===== config.mk =====
export PLATFORM = sky130hd
export DESIGN_NAME = wdc_watchdog_ctrl
export DESIGN_NICKNAME = d
export VERILOG_FILES = /design/src/wdc_pkg.sv /design/src/wdc_ta_unlock.sv /design/src/wdc_watchdog_ctrl.sv
export SDC_FILE = /design/constraint.sdc
export NUM_CORES = 1
export LEC_CHECK = 0
export BUFFER_PORTS_ARGS = -buffer_cell sky130_fd_sc_hd__buf_4
export CAP_MARGIN = 10
export CORE_UTILIZATION = 45
export CTS_BUF_LIST = sky130_fd_sc_hd__clkbuf_8
export CTS_CLUSTER_SIZE = 30
export DETAILED_ROUTE_END_ITERATION = 12
export GPL_TIMING_DRIVEN = 0
export HOLD_SLACK_MARGIN = 0.02
export PLACE_DENSITY = 0.72
export SLEW_MARGIN = 20
export SYNTH_ARGS = -nofsm -noshare
export SYNTH_HDL_FRONTEND = slang
export SYNTH_SLANG_ARGS = --single-unit

===== constraint.sdc =====
create_clock -name clk_sys -period 2.2 [get_ports clk_sys]
set_input_delay 0.33 -clock clk_sys [delete_from_list [all_inputs] [get_ports clk_sys]]
set_output_delay 0.33 -clock clk_sys [all_outputs]
set_load 0.005 [all_outputs]

===== src/wdc_pkg.sv =====
// Constants shared by the watchdog and reset-flag control block
package wdc_pkg;

   // Special-function register addresses
   localparam logic [7:0] WDCTL_OFFSET = 8'hD8;
   localparam logic [7:0] TA_OFFSET    = 8'hC7;

   // Bit positions in watchdog_power_flags_ctrl
   localparam int BAUD_DOUBLE_BIT   = 7;
   localparam int POR_FLAG_BIT      = 6;
   localparam int PF_IRQ_EN_BIT     = 5;
   localparam int PF_FLAG_BIT       = 4;
   localparam int WDOG_IRQ_FLAG_BIT = 3;
   localparam int WDOG_RST_FLAG_BIT = 2;
   localparam int WDOG_RST_EN_BIT   = 1;
   localparam int WDOG_RESTART_BIT  = 0;

   // Reset values
   localparam logic BAUD_DOUBLE_RST   = 1'h0;
   localparam logic POR_FLAG_RST      = 1'h1;
   localparam logic PF_IRQ_EN_RST     = 1'h0;
   localparam logic PF_FLAG_RST       = 1'h0;
   localparam logic WDOG_IRQ_FLAG_RST = 1'h0;
   localparam logic WDOG_RST_FLAG_RST = 1'h0;
   localparam logic WDOG_RST_EN_RST   = 1'h0;
   localparam logic [7:0] RDATA_RST   = 8'h00;

   // Timed-access unlock keys and open window
   localparam logic [7:0] TA_KEY1     = 8'hAA;
   localparam logic [7:0] TA_KEY2     = 8'h55;
   localparam int unsigned TA_OPEN_CYC = 3;

   // Watchdog timing
   localparam int unsigned WDOG_RST_DELAY_CYC = 512;
   localparam int unsigned WDOG_BASE_EXP      = 17;
   localparam int unsigned WDOG_CNT_W         = 24;

   // Unlock sequencer states
   typedef enum logic [1:0] {
      TA_IDLE,
      TA_ARMED,
      TA_OPEN
   } wdc_ta_state_t;

endpackage : wdc_pkg


===== src/wdc_ta_unlock.sv =====
// Timed-access unlock sequencer for protected control bits
`timescale 1ns/100ps

module wdc_ta_unlock #(
   parameter int unsigned OPEN_CYC = wdc_pkg::TA_OPEN_CYC
) (
   // Clock and reset
   input  wire logic       clk_sys,
   input  wire logic       rstn,
   // Register write port
   input  wire logic [7:0] sfr_addr,
   input  wire logic       sfr_wr,
   input  wire logic [7:0] sfr_wdata,
   // Protected writes allowed
   output logic            ta_open
);

   generate
      if (OPEN_CYC < 1 || OPEN_CYC > 255) begin : g_chk
         $error("OPEN_CYC must be 1..255");
      end
   endgenerate

   wdc_pkg::wdc_ta_state_t state_q;
   wdc_pkg::wdc_ta_state_t state_d;
   logic [7:0]             left_q;
   logic [7:0]             left_d;
   logic                   ta_wr;

   assign ta_wr   = sfr_wr && (sfr_addr == wdc_pkg::TA_OFFSET);
   assign ta_open = (state_q == wdc_pkg::TA_OPEN);

   always_comb begin
      state_d = state_q;
      left_d  = left_q;
      case (state_q)
         wdc_pkg::TA_IDLE: begin
            if (ta_wr && sfr_wdata == wdc_pkg::TA_KEY1) begin
               state_d = wdc_pkg::TA_ARMED;
            end
         end
         wdc_pkg::TA_ARMED: begin
            // Second key opens the window, any other value written to the timed-access address aborts
            if (ta_wr) begin
               if (sfr_wdata == wdc_pkg::TA_KEY2) begin
                  state_d = wdc_pkg::TA_OPEN;
                  left_d  = OPEN_CYC[7:0];
               end else begin
                  state_d = wdc_pkg::TA_IDLE;
               end
            end
         end
         default: begin
            if (left_q <= 8'h01) begin
               state_d = wdc_pkg::TA_IDLE;
               left_d  = 8'h00;
            end else begin
               left_d = left_q - 8'h01;
            end
         end
      endcase
   end

   always_ff @(posedge clk_sys or negedge rstn) begin
      if (!rstn) begin
         state_q <= wdc_pkg::TA_IDLE;
         left_q  <= 8'h00;
      end else begin
         state_q <= state_d;
         left_q  <= left_d;
      end
   end

endmodule : wdc_ta_unlock


===== src/wdc_watchdog_ctrl.sv =====
// Watchdog, power-fail and reset-flag control register block
`timescale 1ns/100ps

module wdc_watchdog_ctrl #(
   parameter int unsigned BASE_EXP  = wdc_pkg::WDOG_BASE_EXP,
   parameter int unsigned CNT_W     = wdc_pkg::WDOG_CNT_W,
   parameter int unsigned RST_DELAY = wdc_pkg::WDOG_RST_DELAY_CYC,
   parameter int unsigned TA_CYC    = wdc_pkg::TA_OPEN_CYC
) (
   // Clock and resets
   input  wire logic       clk_sys,
   input  wire logic       rstn,
   input  wire logic       por_n,
   // Special-function register port
   input  wire logic [7:0] sfr_addr,
   input  wire logic       sfr_wr,
   input  wire logic       sfr_rd,
   input  wire logic [7:0] sfr_wdata,
   output logic      [7:0] sfr_rdata,
   // Bits held in neighbouring registers
   input  wire logic [1:0] wdog_mode_sel,
   input  wire logic       wdog_irq_en,
   input  wire logic       bandgap_stop_sel,
   input  wire logic       rx_timer2_clk_sel,
   input  wire logic       tx_timer2_clk_sel,
   // System state and events
   input  wire logic       stop_mode,
   input  wire logic       powerfail_event,
   // Results
   output logic            baud_double,
   output logic            powerfail_irq,
   output logic            wdog_irq,
   output logic            wdog_timeout,
   output logic            wdog_reset_req
);

   generate
      if (BASE_EXP + 6 >= CNT_W || CNT_W > 31) begin : g_chk_cnt
         $error("CNT_W too small for the longest period");
      end
      if (RST_DELAY < 2 || RST_DELAY > 4096) begin : g_chk_dly
         $error("RST_DELAY must be 2..4096");
      end
   endgenerate

   // Last count of the selected period
   function automatic logic [CNT_W-1:0] period_last(
      input logic [1:0] mode
   );
      logic [CNT_W:0] one;
      one = {{CNT_W{1'b0}}, 1'b1};
      period_last = CNT_W'((one << (BASE_EXP + 2 * mode)) - 1'b1);
   endfunction : period_last

   // ---------------------------------------------------------------
   // Register access decode
   // ---------------------------------------------------------------
   logic ta_open;
   logic wr_hit;
   logic ta_wr;
   logic rd_hit;

   wdc_ta_unlock #(
      .OPEN_CYC (TA_CYC)
   ) u_ta (
      .clk_sys   (clk_sys),
      .rstn      (rstn),
      .sfr_addr  (sfr_addr),
      .sfr_wr    (sfr_wr),
      .sfr_wdata (sfr_wdata),
      .ta_open   (ta_open)
   );

   assign wr_hit = sfr_wr && (sfr_addr == wdc_pkg::WDCTL_OFFSET);
   assign rd_hit = sfr_rd && (sfr_addr == wdc_pkg::WDCTL_OFFSET);
   assign ta_wr  = wr_hit && ta_open;

   // ---------------------------------------------------------------
   // Watchdog counter and delayed reset
   // ---------------------------------------------------------------
   logic [CNT_W-1:0] cnt_q;
   logic [CNT_W-1:0] cnt_d;
   logic [12:0]      dly_q;
   logic [12:0]      dly_d;
   logic             pend_q;
   logic             pend_d;
   logic             req_q;
   logic             req_d;
   logic             expire;
   logic             restart;

   logic rst_en_q;
   logic rst_en_d;

   assign restart = ta_wr && sfr_wdata[wdc_pkg::WDOG_RESTART_BIT];
   assign expire  = (cnt_q == period_last(wdog_mode_sel));

   always_comb begin
      cnt_d  = cnt_q + 1'b1;
      dly_d  = dly_q;
      pend_d = pend_q;
      req_d  = 1'b0;
      if (restart) begin
         // Restart clears the count and cancels a pending reset
         cnt_d  = '0;
         pend_d = 1'b0;
         dly_d  = 13'h0000;
      end else begin
         if (expire) begin
            // Counter keeps running whatever the reset enable
            cnt_d = '0;
         end
         if (pend_q) begin
            // Request lands on the full delay count after the expiry edge
            if (dly_q == 13'(RST_DELAY - 1)) begin
               pend_d = 1'b0;
               req_d  = rst_en_q;
            end else begin
               dly_d = dly_q + 13'h0001;
            end
         end else if (expire) begin
            pend_d = 1'b1;
            dly_d  = 13'h0000;
         end
      end
   end

   always_ff @(posedge clk_sys or negedge rstn) begin
      if (!rstn) begin
         cnt_q  <= '0;
         dly_q  <= 13'h0000;
         pend_q <= 1'b0;
         req_q  <= 1'b0;
      end else begin
         cnt_q  <= cnt_d;
         dly_q  <= dly_d;
         pend_q <= pend_d;
         req_q  <= req_d;
      end
   end

   // ---------------------------------------------------------------
   // Bits cleared by system reset, not by power-on reset
   // ---------------------------------------------------------------
   logic dbl_q;
   logic dbl_d;
   logic pf_en_q;
   logic pf_en_d;
   logic pf_flag_q;
   logic pf_flag_d;
   logic wd_flag_q;
   logic wd_flag_d;

   always_comb begin
      dbl_d     = dbl_q;
      pf_en_d   = pf_en_q;
      pf_flag_d = pf_flag_q;
      wd_flag_d = wd_flag_q;
      if (wr_hit) begin
         dbl_d     = sfr_wdata[wdc_pkg::BAUD_DOUBLE_BIT];
         pf_en_d   = sfr_wdata[wdc_pkg::PF_IRQ_EN_BIT];
         pf_flag_d = sfr_wdata[wdc_pkg::PF_FLAG_BIT];
      end
      if (ta_wr) begin
         wd_flag_d = sfr_wdata[wdc_pkg::WDOG_IRQ_FLAG_BIT];
      end
      // Hardware events win over a clearing write
      if (powerfail_event) begin
         pf_flag_d = 1'b1;
      end
      if (expire && !restart) begin
         wd_flag_d = 1'b1;
      end
   end

   always_ff @(posedge clk_sys or negedge rstn) begin
      if (!rstn) begin
         dbl_q     <= wdc_pkg::BAUD_DOUBLE_RST;
         pf_en_q   <= wdc_pkg::PF_IRQ_EN_RST;
         pf_flag_q <= wdc_pkg::PF_FLAG_RST;
         wd_flag_q <= wdc_pkg::WDOG_IRQ_FLAG_RST;
      end else begin
         dbl_q     <= dbl_d;
         pf_en_q   <= pf_en_d;
         pf_flag_q <= pf_flag_d;
         wd_flag_q <= wd_flag_d;
      end
   end

   // ---------------------------------------------------------------
   // Bits touched only by power-on reset
   // ---------------------------------------------------------------
   logic por_q;
   logic por_d;
   logic rst_flag_q;
   logic rst_flag_d;

   always_comb begin
      por_d      = por_q;
      rst_en_d   = rst_en_q;
      rst_flag_d = rst_flag_q;
      if (ta_wr && !sfr_wdata[wdc_pkg::POR_FLAG_BIT]) begin
         por_d = 1'b0;
      end
      if (ta_wr) begin
         rst_en_d = sfr_wdata[wdc_pkg::WDOG_RST_EN_BIT];
      end
      if (wr_hit) begin
         // Software may set it; that does not reset the device
         rst_flag_d = sfr_wdata[wdc_pkg::WDOG_RST_FLAG_BIT];
      end
      if (req_d) begin
         rst_flag_d = 1'b1;
      end
   end

   // System reset leaves these bits alone
   always_ff @(posedge clk_sys or negedge por_n) begin
      if (!por_n) begin
         por_q      <= wdc_pkg::POR_FLAG_RST;
         rst_en_q   <= wdc_pkg::WDOG_RST_EN_RST;
         rst_flag_q <= wdc_pkg::WDOG_RST_FLAG_RST;
      end else begin
         por_q      <= por_d;
         rst_en_q   <= rst_en_d;
         rst_flag_q <= rst_flag_d;
      end
   end

   // ---------------------------------------------------------------
   // Registered outputs and read data
   // ---------------------------------------------------------------
   logic [7:0] rdata_d;
   logic [7:0] rdata_q;
   logic       bd_d;
   logic       bd_q;
   logic       pfirq_d;
   logic       pfirq_q;
   logic       wdirq_d;
   logic       wdirq_q;
   logic       tmo_q;

   always_comb begin
      bd_d = dbl_q && !rx_timer2_clk_sel && !tx_timer2_clk_sel;
      // Requests stay high while the flag and its enable are set; power-fail also needs stop_mode low or bandgap_stop_sel set
      pfirq_d = pf_flag_q && pf_en_q && (!stop_mode || bandgap_stop_sel);
      wdirq_d = wd_flag_q && wdog_irq_en;
      rdata_d = rdata_q;
      if (sfr_rd) begin
         rdata_d = 8'h00;
         if (rd_hit) begin
            rdata_d[wdc_pkg::BAUD_DOUBLE_BIT]   = dbl_q;
            rdata_d[wdc_pkg::POR_FLAG_BIT]      = por_q;
            rdata_d[wdc_pkg::PF_IRQ_EN_BIT]     = pf_en_q;
            rdata_d[wdc_pkg::PF_FLAG_BIT]       = pf_flag_q;
            rdata_d[wdc_pkg::WDOG_IRQ_FLAG_BIT] = wd_flag_q;
            rdata_d[wdc_pkg::WDOG_RST_FLAG_BIT] = rst_flag_q;
            rdata_d[wdc_pkg::WDOG_RST_EN_BIT]   = rst_en_q;
            rdata_d[wdc_pkg::WDOG_RESTART_BIT]  = 1'b0;
         end
      end
   end

   always_ff @(posedge clk_sys or negedge rstn) begin
      if (!rstn) begin
         rdata_q <= wdc_pkg::RDATA_RST;
         bd_q    <= 1'b0;
         pfirq_q <= 1'b0;
         wdirq_q <= 1'b0;
         tmo_q   <= 1'b0;
      end else begin
         rdata_q <= rdata_d;
         bd_q    <= bd_d;
         pfirq_q <= pfirq_d;
         wdirq_q <= wdirq_d;
         tmo_q   <= expire && !restart;
      end
   end

   assign sfr_rdata      = rdata_q;
   assign baud_double    = bd_q;
   assign powerfail_irq  = pfirq_q;
   assign wdog_irq       = wdirq_q;
   assign wdog_timeout   = tmo_q;
   assign wdog_reset_req = req_q;

endmodule : wdc_watchdog_ctrl


==> results of run 1 <==
## cells in the final DEF (no fill, tap or decap), types with 10 or more instances in the layout
master,instances
nor3_1,15
nor2_1,40
nand4_1,12
xnor2_1,14
buf_4,43
xor2_1,10
o21ai_0,17
nand2_1,26
and3_1,13
a21oi_1,17
inv_1,27
dfrtp_1,66
nand3_1,25
## power by group through the flow
stage	combinational, uW	clock, uW	sequential, uW
2_1_floorplan	26.6	0	1260
3_3_place_gp	105	0	1260
3_5_place_dp	108	0	1260
4_1_cts	110	1230	1240
5_1_grt	120	1280	1240
6_report	108	1210	1240
## flip-flops by register name, indices dropped and copies added (netlist names)
signal and flops:
cnt_q 24, dly_q 13, u_ta.left_q 8, sfr_rdata 7, u_ta.state_q 2, baud_double 1
dbl_q 1, pend_q 1, pf_en_q 1, pf_flag_q 1, por_q 1, powerfail_irq 1
rst_en_q 1, rst_flag_q 1, wd_flag_q 1, wdog_irq 1, wdog_reset_req 1, wdog_timeout 1
## logic make-up after synthesis
| group | count (synthesis) | share of synthesized area, % |
|---|---|---|
| flops | 67 | 46.0 |
| simple gates | 187 | 28.1 |
| mux | 6 | 1.82 |
| other cells | 1 | 0.103 |
| fa+ha+maj | 4 | 1.37 |
| compound gates | 65 | 12.3 |
| buf+inv | 38 | 4.49 |
| xor+xnor | 24 | 5.76 |
## worst max path at each step
| stage | start | end | cells after the start |
|---|---|---|---|
| final | cnt_q[19]$_DFF_PN0_ | cnt_q[13]$_DFF_PN0_ | 7 |
| after global routing | cnt_q[6]$_DFF_PN0_ | cnt_q[18]$_DFF_PN0_ | 5 |
| after CTS | cnt_q[19]$_DFF_PN0_ | dly_q[5]$_DFFE_PN0P_ | 6 |
| after detailed placement | u_ta.left_q[3]$_DFFE_PN0P_ | u_ta.left_q[7]$_DFFE_PN0P_ | 5 |
| after global placement | u_ta.left_q[3]$_DFFE_PN0P_ | u_ta.left_q[7]$_DFFE_PN0P_ | 5 |
| after floorplan | cnt_q[19]$_DFF_PN0_ | cnt_q[1]$_DFF_PN0_ | 6 |
## final cells by class
cell class | count | area [um^2] | area share, %
clock inverters | 7 | 110 | 2.53
flip-flops and latches | 67 | 1680 | 38.5
repair buffers | 41 | 310 | 7.13
clock buffers | 9 | 124 | 2.84
multi-input cells | 287 | 1840 | 42.3
well taps | 102 | 128 | 2.93
plain buffers | 13 | 70.1 | 1.61
inverters | 25 | 93.8 | 2.16
## per-stage QoR
| stage | total power, uW | cell area, um^2 | hold WS [ns] | setup TNS, ns |
|---|---|---|---|---|
| 2_1_floorplan | 1290 | 3650 | 0.0344 | 0 |
| 3_3_place_gp | 1370 | 4080 | 0.123 | -0.485 |
| 3_5_place_dp | 1370 | 4080 | 0.126 | -0.371 |
| 4_1_cts | 2570 | 4330 | 0.113 | 0 |
| 5_1_grt | 2640 | 4350 | 0.128 | 0 |
| 6_report | 2550 | 4350 | 0.0643 | 0 |
## what timing repair did
item	CTS	global route
endpoints found under the hold margin	3	0
endpoints found under the setup margin	5	13
pin swaps	0	0
gates cloned	0	0
hold buffers	1	0
buffers inserted	0	0
gates resized for setup	1	4
## routing by layer
metal | global-route usage (%) | up-vias | share of wire (%)
li1 | - | 1515 | -
met1 | 26.9 | 1527 | 46
met2 | 35.0 | 69 | 49
met3 | 3.81 | 20 | 3.5
met4 | 9.90 | 0 | 2.4
met5 | 0 | - | 0
==> out/qor.txt, run 1 <==
Antenna violations before repair - 0
Worst r2r dst - cnt_q[13]$_DFF_PN0_
Netlist cell types - 64
Crit. End Element - flip-flop
Synth-to-Final Area Change - 19.3%
Final Max Slew Viols - 0
H-tree depth - 3
Tightest Hold Check Type - in -> async
Core Rows - 32
Sw Ratio - 20.6%
Placeable Area - 0.00777 mm^2
Status - finished, final reports clean
CP Cell Sequence - buf_6, or4_4, nor2_4, o2111ai_4, o21ai_2, buf_4, nor2_1
Final Instance Count excl. Fillers - 551
Total CTS buffers - 9
MaxCap Viol Count - 0
Clk slew on worst S/H paths - 0.07 ns
Sequential fraction of the synthesis area - 46.0%
Port Buf Inserts - 40
Critical Path RT - 2.43 ns
Crit path max-delay family - simple AND/OR/NAND/NOR gates
PD cells - 586 mW/mm^2
Layout cell share with drive strength beyond 1 - 18.5%
Number of flops mapped to enable cells by yosys - 0
Worst R2R Start - cnt_q[19]$_DFF_PN0_
Max FO, Critical Path - 10
Fraction of registers with async set/reset - 100%
DRT Wirelength - 8.26 mm
Placed Cells - 534
Synth Area per Inst - 9.31 um^2
Critical path class - reg -> reg
Fin crit share - 94.6%
FILL cells - 721
I/O pin count - 42
Die area - 0.00848 mm^2
Post-synth top area cell - dfrtp_1
Final Hold Fails - 0
Worst slew margin - 45.1%
Clock sinks - 67
Root Buffer Master - clkbuf_8
CP arrival - 2.31 ns
Vias in the first global route - 3119
Ant. Diodes - 0
Synth warn - 0
Commonest cells in the netlist - 66 x dfrtp_1, 40 x nor2_1, 26 x nand2_1
Delay of the slowest critical-path stage - 0.54 ns
Gr ovfl total - 0
First-pass GRT wire length - 14.3 mm
Net count after synthesis - 425
CP Launch Type - flip-flop
Final worst slack - 0.120 ns
Register-to-Register Path Depth - 7
Slowest-stage cell, CP - or4_4
Tightest Pin Transition - 0.816 ns
Largest net degree at the start of global routing - 65
Most frequent cell after synthesis - dfrtp_1
Tmin final - 2.08 ns
Leakage - 0.00191 uW
Clock power share - 47.3%
Worst slack, placed - -0.0934 ns
Via Count - 3131
Switch Pwr - 526 uW
RSZ-0062 raised after global routing - false
Synthesized area - 0.00365 mm^2
Clock insertion delay at the later pin of the skew report - 0.34 ns
R2r setup slk - 0.12 ns
#FFs+latches synth - 67
Yosys top cell area share - 45.3%
Die H - 92.1 um
Clock Skews - 0.00667 ns
Worst VDD drop - 241 uV
Main synth FF type - dfrtp_1
Detail Route Antenna Nets - 0
Final RePlAce weighted congestion - 0.829
Nets - 477
DR WL/cell - 15.0 um
Drt drc - 0
Max Freq - 0.481 GHz
Final setup fails - 0
Mean number of vias per cell - 5.68
CTS tree - yes
Reg power frac - 48.5%
CP bufs+invs - 2
Synth top area cells - dfrtp_1 45%, nor2_1 4.1%, nand3_1 3.4%
Die width - 92.1 um
Post-Syn Instances - 392
Max clock buf depth - 2
DRT iter0 DRCs - 147
Logic pwr share - 4.2%
Pint - 2030 uW
Initial Util - 47.0%
Util after Layout - 56.1%
Detailed placement HPWL - 5.79 mm
Drt pass-1 iters - 4
Overall Global Routing Usage - 21.2%
Note: power is estimated with default switching activity, not from simulation.
==> run 2: changes to the inputs <==
- PLACE_DENSITY: 0.72 -> 0.75
- clock period: 2.2 -> 1.7 ns (I/O delays scaled with it)
==> out/qor.txt, run 2 (synthesized netlist as in run 1, its figures left out) <==
Status - complete, but fails checks
Failing checks - negative hold slack, negative setup slack
Ant. Diodes - 0
MaxCap Viol Count - 0
DRT Wirelength - 8.91 mm
Worst R2R Start - u_ta.state_q[0]$_DFFE_PN0P_
Worst slew margin - 45.3%
RSZ-0062 raised after global routing - true
Most common cell after layout, fill and taps aside - buf_4
Final Max Slew Viols - 0
Final setup fails - 43
Final worst slack - -0.162 ns
Tmin final - 1.86 ns
Leakage - 0.00211 uW
Most frequent cells in the layout - 70 x buf_4, 62 x dfrtp_1, 37 x nor2_1
Seq. cell area - 0.00168 mm^2
Nets - 510
Total Power Consumption - 3390 uW
Clk slew on worst S/H paths - 0.08 ns
Synth-to-Final Area Change - 33.6%
R2r setup slk - -0.16 ns
Clock Skews - 0.00733 ns
Final Hold Fails - 5
Port Buf Inserts - 40
Register-to-Register Path Depth - 7
Biggest register - cnt_q
Detailed placement HPWL - 5.58 mm
FILL cells - 604
Clock sinks - 67
Clock power share - 48.4%
Fin crit share - 110%
Overall Global Routing Usage - 21.6%
Logic pwr share - 4.4%
Drt pass-1 iters - 4
Vias in the first global route - 3095
Drt drc - 0
Core Rows - 32
Finished layout cell area - 0.00488 mm^2
Tightest Hold Check Type - in -> async
Crit. End Element - flip-flop
PD cells - 695 mW/mm^2
DP Area - 0.00410 mm^2
Detail Route Antenna Nets - 0
Root Buffer Master - clkbuf_8
Clock insertion delay at the later pin of the skew report - 0.35 ns
H-tree depth - 3
Reg power frac - 47.2%
Placed Cells - 534
CTS tree - yes
Pint - 2650 uW
Worst slack, placed - -0.541 ns
Final RePlAce weighted congestion - 0.817
DRT iter0 DRCs - 196
Critical path class - reg -> reg
Initial Util - 47.0%
Multi-input gate area - 0.00206 mm^2
Total CTS buffers - 9
Worst VDD drop - 544 uV
Die H - 92.1 um
Mean number of vias per cell - 5.67
Tightest Pin Transition - 0.820 ns
Max FO, Critical Path - 4
Placeable Area - 0.00777 mm^2
Largest net degree at the start of global routing - 65
I/O pin count - 42
Sw Ratio - 21.7%
Max reg flops - 24
Max clock buf depth - 2
Worst r2r dst - u_ta.left_q[5]$_DFFE_PN0P_
Antenna violations before repair - 0
Die area - 0.00848 mm^2
Max Freq - 0.537 GHz
DR WL/cell - 15.3 um
CP arrival - 2.14 ns
Die width - 92.1 um
Final Instance Count excl. Fillers - 584
Gr ovfl total - 0
CP Launch Type - flip-flop
Hold WS - -0.00947 ns
Layout cell share with drive strength beyond 1 - 32.2%
Critical Path RT - 1.98 ns
Biggest regs - cnt_q x24, dly_q x13, u_ta.left_q x8
First-pass GRT wire length - 14.6 mm
Switch Pwr - 736 uW
Via Count - 3314
[run 2: changes by cell type in the layout (fill, tap and decap cells not counted), moves of 4 or more]
cell     delta
a21oi_1     -5
a21oi_2     +4
buf_4      +27
buf_6       +6
dfrtp_1     -4
dfrtp_2     +4
inv_1       -5
[run 2: layer usage]
layer  global-route usage (%)  part of all wire, %
met3                     4.48                  4.7
met1                     28.2                   44
met4                     5.86                  1.6
met2                     36.4                   50
met5                        0                    0
[run 2: critical path, stage by stage (launching register included)]
cell and delay (ns):
dfrtp_1 0.36, clkbuf_8 0.14, nand4b_1 0.16, buf_4 0.20, nor4_4 0.28, a2bb2oi_2 0.11
or4_1 0.42, a21oi_1 0.13
[run 2: metrics by stage]
step / util [%] / setup TNS, ns / hold slack, ns
floorplan: - / -1.78 / -0.0406
global placement: 52.8 / -12.53 / 0.0456
detailed placement: 52.8 / -13.97 / 0.0471
CTS: 60.1 / -5.11 / 0.0242
global route: 62.8 / -8.67 / 0.0303
finish: 62.8 / -5.47 / -0.00947
[run 2: layout make-up]
cell class	instances	area share, %
Inverter	25	1.98
Clock inverter	7	2.57
Sequential cell	67	34.5
Timing Repair Buffer	74	11.6
Multi-Input combinational cell	288	42.3
Clock buffer	9	2.54
Tap cell	102	2.62
Buffer	12	1.85
[run 2: timing repair]
action / 4_1_cts / 5_1_grt
gates cloned: 0 / 1
setup endpoints to repair: 50 / 49
hold endpoints to repair: 3 / 0
gates resized for setup: 36 / 28
setup buffers: 18 / 15
hold buffers: 1 / 0
pin swaps: 20 / 18
[run 2: power groups by stage]
stage	Combinational, uW	Sequential, uW	Clock [uW]
6_report	148	1600	1640
5_1_grt	166	1600	1750
4_1_cts	145	1600	1680
3_5_place_dp	138	1630	0
3_3_place_gp	136	1630	0
2_1_floorplan	35.0	1630	0
[run 2: worst max path at each step]
stage | slack, ns | endpoint | start | depth (start not counted)
2_1_floorplan | -0.11 | cnt_q[1]$_DFF_PN0_ | cnt_q[17]$_DFF_PN0_ | 5
3_3_place_gp | -0.47 | rst_en_q$_DFFE_PN0N_ | sfr_addr[0] | 5
3_5_place_dp | -0.54 | rst_en_q$_DFFE_PN0N_ | sfr_addr[0] | 5
4_1_cts | -0.18 | cnt_q[1]$_DFF_PN0_ | cnt_q[19]$_DFF_PN0_ | 6
5_1_grt | -0.24 | cnt_q[6]$_DFF_PN0_ | cnt_q[20]$_DFF_PN0_ | 6
6_report | -0.16 | u_ta.left_q[5]$_DFFE_PN0P_ | u_ta.state_q[0]$_DFFE_PN0P_ | 7
